File: src/ftm_pkg.sv
// Constants shared by the FIFO trigger and first interrupt pin mapping block
package ftm_pkg;
  // Register indices; the byte address is four times the index
  localparam logic [7:0] CNT_LO_IDX = 8'h29;
  localparam logic [7:0] MAP_IDX    = 8'h2A;
  localparam logic [7:0] CTRL_IDX   = 8'h30;
  localparam logic [7:0] STAT_IDX   = 8'h31;
  localparam logic [7:0] IEN_IDX    = 8'h32;
  localparam logic [7:0] ICLR_IDX   = 8'h33;
  localparam logic [7:0] INFO_IDX   = 8'h34;

  // Values after reset
  localparam logic [7:0] CNT_LO_RST = 8'h80;
  localparam logic [7:0] MAP_RST    = 8'h00;
  localparam logic [1:0] MODE_RST   = 2'h0;
  localparam logic [2:0] IRQ_RST    = 3'h0;

  // Field positions
  localparam int MAP_POL_BIT  = 7;
  localparam int MAP_AWAKE    = 6;
  localparam int MAP_INACT    = 5;
  localparam int MAP_ACT      = 4;
  localparam int MAP_OVR      = 3;
  localparam int MAP_WM       = 2;
  localparam int MAP_RDY      = 1;
  localparam int MAP_DATA     = 0;
  localparam int CTRL_MSB_BIT = 2;
  localparam int EV_WM        = 0;
  localparam int EV_ACT       = 1;
  localparam int EV_OVR       = 2;
  localparam int EV_W         = 3;

  localparam logic [1:0] HTRANS_NONSEQ = 2'h2;

  typedef enum logic [1:0] {
    FTM_OFF    = 2'h0,
    FTM_OLDEST = 2'h1,
    FTM_STREAM = 2'h2,
    FTM_TRIG   = 2'h3
  } ftm_mode_e;

  typedef enum logic [3:0] {
    ST_IDLE = 4'h1,
    ST_ARM  = 4'h2,
    ST_FILL = 4'h4,
    ST_DONE = 4'h8
  } ftm_trig_e;

  // Byte address of a register index
  function automatic logic [9:0] ftm_ba(input logic [7:0] idx);
    return {idx, 2'h0};
  endfunction
endpackage

File: src/ftm_core.sv
// FIFO trigger control, sample-set count and first interrupt pin mapping
//
// How it works
// - Mode code 11 runs the FIFO as a one-shot trigger around activity.
// - In triggered mode keep the 9-bit sample count as pre-event history.
// - After trigger, store the configured count, then raise the watermark.
// - No further watermark in triggered mode until the host reads the FIFO.
// - Count is in sample sets: entries equal count times enabled axes.
// - Any count from zero to 511 is accepted.
// - Low eight count bits are read/write and reset to 0x80.
// - Map bit 7 clear gives active-high pin, set gives active-low.
// - Map bit 6 routes the awake status to the first pin.
// - Map bit 5 routes the inactivity status to the first pin.
// - Map bit 4 routes the activity status to the first pin.
// - Map bit 3 routes the FIFO overrun status to the first pin.
// - Map bit 2 routes the watermark status to the first pin.
// - Map bit 1 routes the FIFO ready status to the first pin.
// - Map bit 0 routes the new-sample flag to the first pin.
// - Map register is read/write at its own address, cleared at reset.
// - Mode 00 disabled, 01 oldest saved, 10 stream; change only in standby (here the mode field takes a write at any time).
// - Ninth count bit is bit 2 of the FIFO control register.
//
// Our own choice: register access over AHB-Lite.
`timescale 1ns/1ps
module ftm_core #(
  parameter int CNT_W  = 9,
  parameter int ENT_W  = 11,
  parameter int ADDR_W = 8
) (
  input  wire logic              clk_sys_i,
  input  wire logic              nrst_i,
  input  wire logic              ce_i,
  input  wire logic              hsel_i,
  input  wire logic [ADDR_W-1:0] haddr_i,
  input  wire logic [1:0]        htrans_i,
  input  wire logic              hwrite_i,
  input  wire logic [2:0]        hsize_i,
  input  wire logic [31:0]       hwdata_i,
  input  wire logic              hready_i,
  output logic                   hreadyout_o,
  output logic                   hresp_o,
  output logic [31:0]            hrdata_o,
  input  wire logic              sample_entry_i,
  input  wire logic              activity_i,
  input  wire logic              act_status_i,
  input  wire logic              awake_i,
  input  wire logic              inact_i,
  input  wire logic              overrun_i,
  input  wire logic              fifo_ready_i,
  input  wire logic              data_ready_i,
  input  wire logic              fifo_read_i,
  input  wire logic [ENT_W-1:0]  fifo_level_i,
  input  wire logic [1:0]        axes_i,
  output logic [1:0]             fifo_mode_o,
  output logic [ENT_W-1:0]       entry_target_o,
  output logic                   fill_stop_o,
  output logic                   queue_level_reached_flag_o,
  output logic                   first_interrupt_pin_o,
  output logic                   irq_o
);

  typedef struct packed {
    logic [7:0]              cnt_lo;
    logic [7:0]              map;
    logic [1:0]              mode;
    logic                    cnt_msb;
    logic [ftm_pkg::EV_W-1:0] stat;
    logic [ftm_pkg::EV_W-1:0] ien;
    ftm_pkg::ftm_trig_e      st;
    logic [ENT_W-1:0]        pre;
    logic [ENT_W-1:0]        post;
    logic                    wm;
    logic                    pin;
    logic                    ovr_q;
    logic                    dp_act;
    logic                    dp_wr;
    logic [ADDR_W-1:0]       dp_addr;
    logic [31:0]             rdata;
  } ftm_state_s;

  localparam ftm_state_s RST = '{
    cnt_lo:  ftm_pkg::CNT_LO_RST,
    map:     ftm_pkg::MAP_RST,
    mode:    ftm_pkg::MODE_RST,
    cnt_msb: 1'b0,
    stat:    ftm_pkg::IRQ_RST,
    ien:     ftm_pkg::IRQ_RST,
    st:      ftm_pkg::ST_IDLE,
    pre:     '0,
    post:    '0,
    wm:      1'b0,
    pin:     1'b0,
    ovr_q:   1'b0,
    dp_act:  1'b0,
    dp_wr:   1'b0,
    dp_addr: '0,
    rdata:   32'h0000_0000
  };

  localparam logic [ADDR_W-1:0] A_CNT  = ADDR_W'(ftm_pkg::ftm_ba(ftm_pkg::CNT_LO_IDX));
  localparam logic [ADDR_W-1:0] A_MAP  = ADDR_W'(ftm_pkg::ftm_ba(ftm_pkg::MAP_IDX));
  localparam logic [ADDR_W-1:0] A_CTRL = ADDR_W'(ftm_pkg::ftm_ba(ftm_pkg::CTRL_IDX));
  localparam logic [ADDR_W-1:0] A_STAT = ADDR_W'(ftm_pkg::ftm_ba(ftm_pkg::STAT_IDX));
  localparam logic [ADDR_W-1:0] A_IEN  = ADDR_W'(ftm_pkg::ftm_ba(ftm_pkg::IEN_IDX));
  localparam logic [ADDR_W-1:0] A_ICLR = ADDR_W'(ftm_pkg::ftm_ba(ftm_pkg::ICLR_IDX));
  localparam logic [ADDR_W-1:0] A_INFO = ADDR_W'(ftm_pkg::ftm_ba(ftm_pkg::INFO_IDX));

  // Entries held for a count of sample sets
  function automatic logic [ENT_W-1:0] ftm_tgt(
    input logic       msb,
    input logic [7:0] lo,
    input logic [1:0] axes
  );
    logic [ENT_W-1:0] sets;
    sets = ENT_W'({msb, lo});
    return ENT_W'(sets * ENT_W'(axes));
  endfunction

  ftm_state_s r;
  ftm_state_s next_r;

  logic [ENT_W-1:0]         tgt;
  logic [ENT_W-1:0]         post_inc;
  logic [ftm_pkg::EV_W-1:0] ev;
  logic [ftm_pkg::EV_W-1:0] clr;
  logic [6:0]               src;
  logic [31:0]              rd;

  always_comb begin
    next_r = r;
    clr = '0;
    rd = 32'h0000_0000;

    // Data phase write; address was captured one cycle earlier
    if (r.dp_act && r.dp_wr) begin
      case (r.dp_addr)
        A_CNT: begin
          next_r.cnt_lo = hwdata_i[7:0];
        end
        A_MAP: begin
          next_r.map = hwdata_i[7:0];
        end
        A_CTRL: begin
          next_r.mode = hwdata_i[1:0];
          next_r.cnt_msb = hwdata_i[ftm_pkg::CTRL_MSB_BIT];
        end
        A_IEN: begin
          next_r.ien = hwdata_i[ftm_pkg::EV_W-1:0];
        end
        A_ICLR: begin
          clr = hwdata_i[ftm_pkg::EV_W-1:0];
        end
        default: begin
        end
      endcase
    end

    // Count always uses the live register, so a new count acts at once
    tgt = ftm_tgt(r.cnt_msb, r.cnt_lo, axes_i);
    post_inc = r.post + ENT_W'(sample_entry_i);

    // Triggered capture sequencer
    case (r.st)
      ftm_pkg::ST_IDLE: begin
        next_r.pre = '0;
        next_r.post = '0;
        if (r.mode == ftm_pkg::FTM_TRIG) begin
          next_r.st = ftm_pkg::ST_ARM;
        end
      end
      ftm_pkg::ST_ARM: begin
        // Pre-event history saturates at the target depth
        if (sample_entry_i && r.pre < tgt) begin
          next_r.pre = r.pre + ENT_W'(1);
        end
        if (activity_i) begin
          next_r.st = ftm_pkg::ST_FILL;
          next_r.post = '0;
        end
      end
      ftm_pkg::ST_FILL: begin
        next_r.post = post_inc;
        if (post_inc >= tgt) begin
          next_r.st = ftm_pkg::ST_DONE;
        end
      end
      ftm_pkg::ST_DONE: begin
        // One-shot: held until the host reads the FIFO
        if (fifo_read_i) begin
          next_r.st = ftm_pkg::ST_ARM;
          next_r.pre = '0;
          next_r.post = '0;
        end
      end
      default: begin
        next_r.st = ftm_pkg::ST_IDLE;
      end
    endcase
    if (r.mode != ftm_pkg::FTM_TRIG) begin
      next_r.st = ftm_pkg::ST_IDLE;
    end

    // Watermark status per mode
    case (r.mode)
      ftm_pkg::FTM_OFF: next_r.wm = 1'b0;
      ftm_pkg::FTM_TRIG: next_r.wm = (next_r.st == ftm_pkg::ST_DONE);
      default: next_r.wm = (fifo_level_i >= tgt);
    endcase

    // Sticky events; a set in the clearing cycle wins
    next_r.ovr_q = overrun_i;
    ev = '0;
    ev[ftm_pkg::EV_WM] = next_r.wm && !r.wm;
    ev[ftm_pkg::EV_ACT] = activity_i;
    ev[ftm_pkg::EV_OVR] = overrun_i && !r.ovr_q;
    next_r.stat = (r.stat & ~clr) | ev;

    // First pin sources, each placed at its own map bit
    src = '0;
    src[ftm_pkg::MAP_AWAKE] = awake_i;
    src[ftm_pkg::MAP_INACT] = inact_i;
    src[ftm_pkg::MAP_ACT] = act_status_i;
    src[ftm_pkg::MAP_OVR] = overrun_i;
    src[ftm_pkg::MAP_WM] = r.wm;
    src[ftm_pkg::MAP_RDY] = fifo_ready_i;
    src[ftm_pkg::MAP_DATA] = data_ready_i;
    next_r.pin = (|(src & r.map[6:0])) ^ r.map[ftm_pkg::MAP_POL_BIT];

    // Address phase; read data built from the updated values, INFO from the current ones
    next_r.dp_act = hsel_i && hready_i && htrans_i[1];
    next_r.dp_wr = hwrite_i;
    next_r.dp_addr = haddr_i;
    if (next_r.dp_act && !hwrite_i) begin
      case (haddr_i)
        A_CNT: rd[7:0] = next_r.cnt_lo;
        A_MAP: rd[7:0] = next_r.map;
        A_CTRL: rd[2:0] = {next_r.cnt_msb, next_r.mode};
        A_STAT: rd[ftm_pkg::EV_W-1:0] = next_r.stat;
        A_IEN: rd[ftm_pkg::EV_W-1:0] = next_r.ien;
        A_INFO: rd = {5'h00, r.post, 1'b0, r.pre, r.st};
        default: rd = 32'h0000_0000;
      endcase
      next_r.rdata = rd;
    end
  end

  always_ff @(posedge clk_sys_i) begin
    if (!nrst_i) begin
      r <= RST;
    end else if (ce_i) begin
      r <= next_r;
    end
  end

  // Zero wait state slave, always OKAY
  assign hreadyout_o = 1'b1;
  assign hresp_o = 1'b0;
  assign hrdata_o = r.rdata;
  assign fifo_mode_o = r.mode;
  assign entry_target_o = ftm_tgt(r.cnt_msb, r.cnt_lo, axes_i);
  assign fill_stop_o = (r.st == ftm_pkg::ST_DONE);
  assign queue_level_reached_flag_o = r.wm;
  assign first_interrupt_pin_o = r.pin;
  assign irq_o = |(r.stat & r.ien);
endmodule

File: config.mk
export PLATFORM = sky130hd
export DESIGN_NAME = ftm_core
export DESIGN_NICKNAME = d
export VERILOG_FILES = /design/src/ftm_pkg.sv /design/src/ftm_core.sv
export SDC_FILE = /design/constraint.sdc
export NUM_CORES = 1
export LEC_CHECK = 0
export BUFFER_PORTS_ARGS = -buffer_cell sky130_fd_sc_hd__buf_4
export CORE_ASPECT_RATIO = 0.8
export CORE_MARGIN = 4
export CORE_UTILIZATION = 37
export CTS_CLUSTER_DIAMETER = 40
export DETAILED_ROUTE_END_ITERATION = 10
export GPL_TIMING_DRIVEN = 0
export PLACE_DENSITY = 0.64
export SYNTH_ARGS = -nofsm -noshare
export SYNTH_HDL_FRONTEND = slang
export SYNTH_SLANG_ARGS = --single-unit
File: constraint.sdc
create_clock -name clk_sys_i -period 3.34 [get_ports clk_sys_i]
set_input_delay 0.167 -clock clk_sys_i [delete_from_list [all_inputs] [get_ports clk_sys_i]]
set_output_delay 0.167 -clock clk_sys_i [all_outputs]
set_load 0.1 [all_outputs]
# Word level (Yosys, flattened, before mapping)
# Cells that the tools add are included.
totals:
  reg_bits: 96
  input_bits: 73
  output_inout_bits: 51
  elab_cells: 89
op_classes:
  addsub: 2
  multipliers: 1
  n_lt_le_gt_ge: 3
  eq_ne: 21
  mux: 22
  n_bitwise: 6
  n_reduce_logical: 18
ops:
  columns: ["cell", "count"]
  rows:
  - ["$eq A8 B8 Y1 const B", 11]
  - ["$pmux W11 S4", 1]
  - ["$mux W19", 2]
  - ["$pmux W11 S3", 1]
  - ["$mux W26", 1]
  - ["$ge A11 B11 Y1", 2]
  - ["$mux W11", 2]
  - ["$pmux W3 S6", 1]
  - ["$mux W4", 4]
  - ["$mux W8", 2]
  - ["$pmux W4 S4", 1]
  - ["$mux W3", 5]
  - ["$pmux W5 S3", 1]
  - ["$add A11 B1 Y11", 1]
  - ["$add A11 B1 Y11 const B", 1]
  - ["$lt A11 B11 Y1", 1]
  - ["$mul A9 B2 Y11", 1]
  - ["$eq A4 B4 Y1 const B", 2]
  - ["$ne A2 B2 Y1 const B", 4]
  - ["$reduce_and A4 Y1", 2]
  - ["$and A7 B7 Y7", 1]
  - ["$logic_and A1 B1 Y1", 7]
  - ["$reduce_or A7 Y1", 1]
  - ["$and A3 B3 Y3", 2]
  - ["other kinds (14)", 16]

# Logic depth before layout (Yosys ltp)
# Gate-level depths: netlist of run 1.
logic_depth:
  depth_word: 10
  ltp_mapped: 18

# Worst setup path after synthesis of run 1
# No wires, ideal clock.
synth_path:
  path_type: "register -> register"
  from: "register r[88] in the netlist's numbering"
  to: "register r[64] in the netlist's numbering"
  arrival_time_ns: 4.677
  t_required_ns: 3.212
  setup_slack_ns: -1.465
  path_stages_with_launch: 16
  period_less_slack_ns: 4.805
  cell_sequence: "dfxtp_1 -> and2_1 -> ha_1 -> fa_1 -> xor2_1 -> inv_1 -> ha_1 -> o21ai_0 -> nand2b_1 -> o311a_1 -> o2111ai_1 -> nand4_1 -> a2111o_1 -> a311oi_2 -> a21o_1 -> a21oi_1"
synth_via:
  elab_chain_cells: 5
synth_lines:
  columns: ["item", "line_no", "text"]
  rows:
  - ["from (decl)", "ftm_core.sv:119", "ftm_state_s r;"]
  - ["from (signal assigned)", "ftm_core.sv:251", "r <= next_r;"]
  - ["$mul A9 B2 Y11", null, null]
  - ["named net entry_target_o[3]", "ftm_core.sv:55", "output logic [ENT_W-1:0] entry_target_o,"]
  - ["$lt A11 B11 Y1", "ftm_core.sv:173", "if (sample_entry_i && r.pre < tgt) begin"]
  - ["$logic_and A1 B1 Y1", "ftm_core.sv:173", null]
  - ["$ne A2 B2 Y1 (no line)", null, null]
  - ["$reduce_and A4 Y1 (no line)", null, null]
# The timed path passes the listed nets, and every way through them passes these cells.
# A chain may end at the register's enable or synchronous reset.

# Final worst setup path of run 1
layout_path:
  from: "register r[89] in the netlist's numbering"
  to: "register r[57] in the netlist's numbering"
layout_via:
  elab_chain_cells: 5
layout_lines:
  columns: ["item", "line_no", "text"]
  rows:
  - ["$mul A9 B2 Y11", "ftm_core.sv:116", "return ENT_W'(sets * ENT_W'(axes));"]
  - ["$lt A11 B11 Y1", "ftm_core.sv:173", null]
  - ["$logic_and A1 B1 Y1", "ftm_core.sv:173", null]
  - ["$ne A2 B2 Y1 (no line)", null, null]
  - ["$reduce_and A4 Y1 (no line)", null, null]
# Every way passes these cells.

==> metrics.txt, run 1 <==
# TYPE chip_impl_metric gauge
chip_impl_metric{name="synthDominantCellAreaShare",unit="%"} 31.0
chip_impl_metric{name="drt_pass1_iterations",unit=""} 5
chip_impl_metric{name="multiInputGateArea",unit="mm2"} 0.00390
chip_impl_metric{name="power.leakage",unit="nW"} 3.15
chip_impl_metric{name="timing_hold_violations_final",unit=""} 0
chip_impl_info{name="tritoncts",value="yes"} 1
chip_impl_metric{name="layout-area-overhead-vs-synth",unit="%"} 29.6
chip_impl_metric{name="totalWireLength",unit="um"} 17300
chip_impl_metric{name="cts.reportedPaths.clkPinSlew",unit="ns"} 0.06
chip_impl_info{name="critical_path.endpoint_type",value="flip-flop"} 1
chip_impl_metric{name="grt_pass1_vias",unit=""} 5165
chip_impl_metric{name="drc_violations",unit=""} 0
chip_impl_metric{name="die_area",unit="mm2"} 0.0178
chip_impl_metric{name="number_of_buffers_added_to_fix_hold_violations_after_cts",unit=""} 0
chip_impl_info{name="hp-class",value="in2reg"} 1
chip_impl_info{name="status",value="finished, violations left"} 1
chip_impl_metric{name="largest_net_degree_at_the_start_of_global_routing",unit=""} 16
chip_impl_metric{name="synth_area",unit="mm2"} 0.00582
chip_impl_metric{name="ys_warn_count",unit=""} 0
chip_impl_metric{name="finalNetCount",unit=""} 948
chip_impl_info{name="violations",value="negative setup slack"} 1
chip_impl_metric{name="cts-root-to-sink-buffers",unit=""} 2
chip_impl_metric{name="regToRegSetupSlack",unit="ns"} -0.1
chip_impl_metric{name="detail-route-antenna-nets",unit=""} 0
chip_impl_metric{name="buffer_ports.inserted",unit=""} 82
chip_impl_metric{name="dp.final_hpwl",unit="um"} 13000
chip_impl_metric{name="die-height",unit="um"} 120
chip_impl_info{name="synth_area_leader_cell",value="dfxtp_1"} 1
chip_impl_metric{name="placement_row_count",unit=""} 40
chip_impl_metric{name="layout.area.seq",unit="mm2"} 0.00181
chip_impl_metric{name="placed_cells_incl_taps",unit=""} 1015
chip_impl_metric{name="h-tree-depth",unit=""} 3
chip_impl_metric{name="hold-worst-slack",unit="ns"} 0.0693
chip_impl_metric{name="async_flop_share",unit="%"} 0
chip_impl_metric{name="min_delay_path_depth",unit=""} 3
chip_impl_metric{name="pin_count",unit=""} 124
chip_impl_metric{name="cts_sinks",unit=""} 90
chip_impl_metric{name="vdd_ir_drop_max",unit="V"} 0.000195
chip_impl_metric{name="crit_path_max_fanout",unit=""} 6
chip_impl_info{name="startpoint_kind_of_the_worst_setup_timing_path",value="flip-flop"} 1
chip_impl_metric{name="worstPathRequired",unit="ns"} 3.56
chip_impl_metric{name="via_count",unit=""} 5594
chip_impl_metric{name="fill_cells",unit=""} 1509
chip_impl_metric{name="clock-skew-final",unit="ns"} 0.00896
chip_impl_metric{name="route.detailed.vias_per_inst",unit=""} 5.32
chip_impl_metric{name="cts-buffers-inserted",unit=""} 9
chip_impl_metric{name="grt_first_pass_wirelength",unit="um"} 27300
chip_impl_metric{name="pre_cts_ws",unit="ns"} -0.668
chip_impl_info{name="timing_worst_setup_path_type",value="reg2reg"} 1
chip_impl_info{name="synth_ff_type",value="dfxtp_1"} 1
chip_impl_metric{name="gr-usage-all-layers",unit="%"} 19.3
chip_impl_metric{name="min_period",unit="ns"} 3.44
chip_impl_metric{name="synth-seq-cells",unit=""} 90
chip_impl_metric{name="rr_worst_depth",unit=""} 18
chip_impl_metric{name="max_slew.worst_pin.slew",unit="ns"} 1.30
chip_impl_metric{name="drt-initial-drc-count",unit=""} 453
chip_impl_metric{name="utilization",unit="%"} 49.6
chip_impl_info{name="worstReg2RegEnd",value="r[57]"} 1
chip_impl_metric{name="post_layout_nonfiller_instances",unit=""} 1052
chip_impl_metric{name="maxClockFrequency",unit="MHz"} 291
chip_impl_metric{name="fin_total_pwr",unit="mW"} 2.39
chip_impl_metric{name="grt_antenna_before_repair",unit=""} 0
chip_impl_metric{name="antenna_cells_inserted",unit=""} 0
chip_impl_info{name="synth.top_cells.by_area",value="dfxtp_1 31%, ha_1 8.0%, mux2i_1 7.6%, a21oi_1 5.1%, nor2_1 4.8%"} 1
chip_impl_metric{name="clk-insertion-delay-late",unit="ns"} 0.36
chip_impl_metric{name="synth_cell_types",unit=""} 71
chip_impl_info{name="worst_r2r_startpoint",value="r[89]"} 1
chip_impl_metric{name="data_arrival_time_of_the_worst_path",unit="ns"} 3.65
chip_impl_metric{name="core_area",unit="mm2"} 0.0152
chip_impl_metric{name="final_min_period_over_clock_period",unit="%"} 103
chip_impl_metric{name="globalplace.congestion",unit=""} 0.924
chip_impl_metric{name="grt-ovfl-total",unit=""} 0
chip_impl_metric{name="final.setup.worst_slack",unit="ns"} -0.0959
chip_impl_metric{name="slew_violations",unit=""} 0
chip_impl_info{name="clockRootBuffer",value="clkbuf_16"} 1
chip_impl_info{name="sink_of_the_worst_hold_path",value="r[42]"} 1
chip_impl_metric{name="detail_route.wl_per_cell",unit="um"} 16.5
chip_impl_metric{name="finalSetupViolCount",unit=""} 12
chip_impl_metric{name="synth_enable_flop_cells",unit=""} 0
chip_impl_metric{name="seq_area_frac_synth",unit="%"} 31.0
chip_impl_metric{name="cap_violations",unit=""} 0
chip_impl_metric{name="netlist_instances",unit=""} 717
chip_impl_metric{name="initial_core_util",unit="%"} 38.3
chip_impl_metric{name="power.density",unit="mW/mm2"} 317
chip_impl_metric{name="syn_avg_cell_area",unit="um2"} 8.12
chip_impl_info{name="min_from",value="overrun_i"} 1
chip_impl_metric{name="floorplan.die.width",unit="um"} 148
chip_impl_info{name="rsz0062_at_grt",value="true"} 1
chip_impl_metric{name="slew_headroom",unit="%"} 12.8
chip_impl_metric{name="share_of_final_layout_standard_cells_stronger_than_drive_strength_1",unit="%"} 26.0
[how the worst max path moves through the flow]
stage / from / end / slack (ns) / depth (start not counted)
detailed placement: r[89] / r[64] / -0.67 / 16
finish: r[89] / r[57] / -0.1 / 18
CTS: r[90] / r[57] / -0.06 / 17
global route: r[91] / r[57] / -0.25 / 18
global placement: r[89] / r[64] / -0.65 / 16
floorplan: r[88] / r[64] / -0.25 / 15
[cell type report]
type | count | share of cell area [%]
Tap cell | 210 | 3.48
Clock buffer | 11 | 3.09
Sequential cell | 90 | 24.0
Clock inverter | 5 | 0.813
Timing Repair Buffer | 103 | 10.5
Buffer | 70 | 5.28
Inverter | 22 | 1.16
Multi-Input combinational cell | 541 | 51.7
[Yosys cell counts, types with 9 or more instances]
master / count
buf_4: 36
o21ai_0: 14
nand3_1: 45
ha_1: 37
a21oi_1: 59
dfxtp_1: 90
mux2i_1: 44
inv_1: 20
clkbuf_1: 30
a31oi_1: 9
a22oi_1: 13
nor2_1: 74
xnor2_1: 17
nand2_1: 60
nand2b_1: 9
and2_1: 21
[per-layer routing]
metal  track usage (%)  share of wire [%]
met5                 0                  0
met4              5.65                1.9
met3              5.84                9.8
met2              26.9                 41
met1              28.5                 48
[flip-flops by register name, indices dropped and copies added, names as in the netlist]
| name | flops |
|---|---|
| queue_level_reached_flag_o | 1 |
| hrdata_o | 26 |
| first_interrupt_pin_o | 1 |
| fifo_mode_o | 2 |
| r | 60 |
[cell usage in the layout, fill, tap and decap left out, types with 13 or more instances in the layout]
| master | netlist | layout |
|---|---|---|
| nor2_1 | 74 | 70 |
| nand3_1 | 45 | 45 |
| clkbuf_1 | 30 | 32 |
| mux2i_1 | 44 | 44 |
| a22oi_1 | 13 | 13 |
| inv_1 | 20 | 17 |
| nand2_1 | 60 | 59 |
| xnor2_1 | 17 | 15 |
| ha_1 | 37 | 28 |
| dfxtp_1 | 90 | 86 |
| buf_4 | 36 | 135 |
| and2_1 | 21 | 16 |
| a21oi_1 | 59 | 55 |
[repair_timing]
action	4_1_cts	5_1_grt
pin swaps	22	19
setup buffers	14	7
resized for setup	26	28
endpoints found under the setup margin	16	16
[per-stage QoR]
step	instance area (um2)	TNS (ns)
after CTS	7350	-0.162
final	7540	-0.651
after floorplan	5940	-1.84
after detailed placement	6820	-7.04
after global routing	7540	-3.07
after global placement	6820	-7.06
[critical path, stage by stage (launching register included)]
cell and delay [ns]:
dfxtp_2 0.34, and2_4 0.15, ha_4 0.27, a21oi_4 0.05, o211ai_1 0.23, a21oi_2 0.11
nor2b_1 0.15, o21ai_1 0.07, nand2b_1 0.21, a21oi_2 0.12, nor2_4 0.15, inv_4 0.06
ha_4 0.14, nand3b_1 0.18, a2111o_1 0.56, buf_6 0.17, and3_4 0.14, a32oi_2 0.14
nor2_1 0.06
[logic make-up (layout without fill, tap and decap cells)]
group / Yosys count / in the layout / synth area share [%]
multiplexers: 47 / 47 / 8.15
other: 2 / 8 / 0.129
buffers and inverters: 92 / 211 / 8.25
XOR/XNOR: 23 / 23 / 3.59
adder cells (fa/ha/maj): 39 / 39 / 8.47
flip-flops: 90 / 90 / 31.0
AND/OR/NAND/NOR: 265 / 265 / 22.3
AO/OA/AOI/OAI: 159 / 159 / 18.2
[power by group]
group	leakage, nW	internal (mW)	switching (mW)
logic	2.27	0.0897	0.167
clock network	0.144	0.586	0.454
registers	0.730	1.08	0.00791
total	3.15	1.76	0.629
(Power assumes the default switching activity.)
==> run 2: changes to the inputs <==
Settings changed: CORE_UTILIZATION 37 to 50, PLACE_DENSITY 0.64 to 0.81.
==> metrics.txt, run 2 (synthesized netlist as in run 1, its figures left out) <==
# TYPE chip_impl_metric gauge
chip_impl_metric{name="buffer_ports.inserted",unit=""} 82
chip_impl_metric{name="cap_violations",unit=""} 0
chip_impl_metric{name="gr-usage-all-layers",unit="%"} 25.5
chip_impl_metric{name="antenna_cells_inserted",unit=""} 0
chip_impl_metric{name="data_arrival_time_of_the_worst_path",unit="ns"} 3.71
chip_impl_metric{name="power.density",unit="mW/mm2"} 332
chip_impl_metric{name="via_count",unit=""} 5822
chip_impl_metric{name="seq_power_share",unit="%"} 44.1
chip_impl_info{name="timing_worst_setup_path_type",value="reg2reg"} 1
chip_impl_metric{name="detail_route.wl_per_cell",unit="um"} 18.4
chip_impl_info{name="startpoint_kind_of_the_worst_setup_timing_path",value="flip-flop"} 1
chip_impl_metric{name="totalWireLength",unit="um"} 18100
chip_impl_metric{name="dp.final_hpwl",unit="um"} 13300
chip_impl_metric{name="grt_pass1_vias",unit=""} 5470
chip_impl_info{name="status",value="finished, violations left"} 1
chip_impl_metric{name="grt_first_pass_wirelength",unit="um"} 27700
chip_impl_metric{name="die-height",unit="um"} 105
chip_impl_metric{name="core_area",unit="mm2"} 0.0111
chip_impl_metric{name="fin_total_pwr",unit="mW"} 2.47
chip_impl_info{name="hp-class",value="in2reg"} 1
chip_impl_info{name="mostFrequentLayoutCells",value="134 x buf_4, 85 x dfxtp_1, 71 x nor2_1"} 1
chip_impl_metric{name="p_sw",unit="mW"} 0.621
chip_impl_metric{name="floorplan.die.width",unit="um"} 129
chip_impl_metric{name="pin_count",unit=""} 124
chip_impl_info{name="final_common_cell",value="buf_4"} 1
chip_impl_metric{name="p_int",unit="mW"} 1.85
chip_impl_info{name="tritoncts",value="yes"} 1
chip_impl_metric{name="switching_share",unit="%"} 25.1
chip_impl_metric{name="final_min_period_over_clock_period",unit="%"} 105
chip_impl_metric{name="layout-area-overhead-vs-synth",unit="%"} 28.2
chip_impl_metric{name="largest_net_degree_at_the_start_of_global_routing",unit=""} 16
chip_impl_metric{name="final.setup.worst_slack",unit="ns"} -0.157
chip_impl_info{name="rsz0062_at_grt",value="true"} 1
chip_impl_metric{name="crit_path_max_fanout",unit=""} 6
chip_impl_metric{name="power.combinational.fraction",unit="%"} 10.6
chip_impl_info{name="clockRootBuffer",value="clkbuf_16"} 1
chip_impl_metric{name="timing_hold_violations_final",unit=""} 0
chip_impl_metric{name="grt-ovfl-total",unit=""} 0
chip_impl_metric{name="globalplace.congestion",unit=""} 1.00
chip_impl_metric{name="max_slew.worst_pin.slew",unit="ns"} 1.37
chip_impl_metric{name="cts-root-to-sink-buffers",unit=""} 2
chip_impl_metric{name="clock_power_share",unit="%"} 45.4
chip_impl_metric{name="cts_sinks",unit=""} 90
chip_impl_metric{name="h-tree-depth",unit=""} 3
chip_impl_metric{name="initial_core_util",unit="%"} 52.4
chip_impl_metric{name="route.detailed.vias_per_inst",unit=""} 5.92
chip_impl_metric{name="vdd_ir_drop_max",unit="V"} 0.000307
chip_impl_metric{name="pre_cts_ws",unit="ns"} -0.595
chip_impl_metric{name="grt_antenna_before_repair",unit=""} 0
chip_impl_metric{name="drc_violations",unit=""} 0
chip_impl_metric{name="finalNetCount",unit=""} 946
chip_impl_metric{name="maxClockFrequency",unit="MHz"} 286
chip_impl_metric{name="power.leakage",unit="nW"} 3.15
chip_impl_metric{name="placement_row_count",unit=""} 34
chip_impl_metric{name="clk-insertion-delay-late",unit="ns"} 0.35
chip_impl_metric{name="finalSetupViolCount",unit=""} 11
chip_impl_metric{name="share_of_final_layout_standard_cells_stronger_than_drive_strength_1",unit="%"} 26.1
chip_impl_metric{name="slew_headroom",unit="%"} 8.52
chip_impl_metric{name="detail-route-antenna-nets",unit=""} 0
chip_impl_metric{name="number_of_flip_flops_in_the_largest_register",unit=""} 60
chip_impl_metric{name="clock-skew-final",unit="ns"} 0.00749
chip_impl_metric{name="slew_violations",unit=""} 0
chip_impl_info{name="critical_path.endpoint_type",value="flip-flop"} 1
chip_impl_metric{name="drt_pass1_iterations",unit=""} 6
chip_impl_info{name="register_with_the_highest_flop_count",value="r"} 1
chip_impl_metric{name="cts-buffers-inserted",unit=""} 9
chip_impl_metric{name="worstPathRequired",unit="ns"} 3.55
chip_impl_metric{name="min_period",unit="ns"} 3.50
chip_impl_metric{name="drt-initial-drc-count",unit=""} 623
chip_impl_metric{name="cts.reportedPaths.clkPinSlew",unit="ns"} 0.07
chip_impl_metric{name="die_area",unit="mm2"} 0.0134
chip_impl_info{name="violations",value="negative setup slack"} 1
[run 2: area by class of cell]
type / instances / area [um2]
clock buffer: 10 / 239
tap: 144 / 180
fill: 884 / 3640
buffer: 70 / 398
sequential: 90 / 1810
clock inverter: 5 / 86.3
inverter: 22 / 82.6
multi-input combinational: 541 / 3900
timing repair buffer: 101 / 769
[run 2: per-stage QoR]
step	util [%]	instance area, um2	std cells	TNS [ns]	hold WS [ns]
after floorplan	-	5940	723	-1.84	0.292
after global placement	60.7	6740	949	-4.19	0.421
after detailed placement	60.7	6740	949	-5.95	0.431
after CTS	65.3	7250	976	-0.181	0.0721
after global routing	67.2	7460	983	-3.34	0.0967
final	67.2	7460	983	-0.926	0.0770
[run 2: worst paths after layout]
kind / start / end / slack [ns] / cells after the start
min: overrun_i / r[42] / 0.08 / 3
min reg2reg: hrdata_o[9] / hrdata_o[9] / 0.45 / 2
max reg2reg: r[90] / r[57] / -0.16 / 17
max: r[90] / r[57] / -0.16 / 17
[run 2: what timing repair did]
action	4_1_cts	5_1_grt
gates resized for setup	22	29
hold buffers	0	0
buffers inserted	12	9
pin swaps	25	19
setup endpoints to repair	16	15
[run 2: power by group through the flow]
| stage | Combinational [mW] | Clock (mW) | Sequential (mW) |
|---|---|---|---|
| 5_1_grt | 0.277 | 1.17 | 1.09 |
| 3_3_place_gp | 0.232 | 0 | 1.11 |
| 4_1_cts | 0.247 | 1.13 | 1.09 |
| 2_1_floorplan | 0.151 | 0 | 1.11 |
| 6_report | 0.261 | 1.12 | 1.09 |
| 3_5_place_dp | 0.238 | 0 | 1.12 |
[run 2: per-layer routing]
layer,GRT usage (%),share of wire (%),wire length (um),vias to the layer above
li1,-,-,-,2754
met3,5.13,8.5,1530,27
met2,40.1,46,8290,260
met5,0,0,0,-
met1,35.9,44,8050,2781
met4,6.45,1.4,250,0
[run 2: critical path, cell delays in order, from the launching register on]
cell,delay (ns)
dfxtp_2,0.33
and2_4,0.14
buf_4,0.13
buf_4,0.13
fa_2,0.42
xor2_4,0.18
inv_2,0.13
ha_4,0.21
o21ai_1,0.14
nand2b_1,0.08
o311a_1,0.14
o2111ai_1,0.20
nand4_1,0.14
a2111o_1,0.43
buf_6,0.17
and3_4,0.14
a32oi_1,0.18
nor2_1,0.06
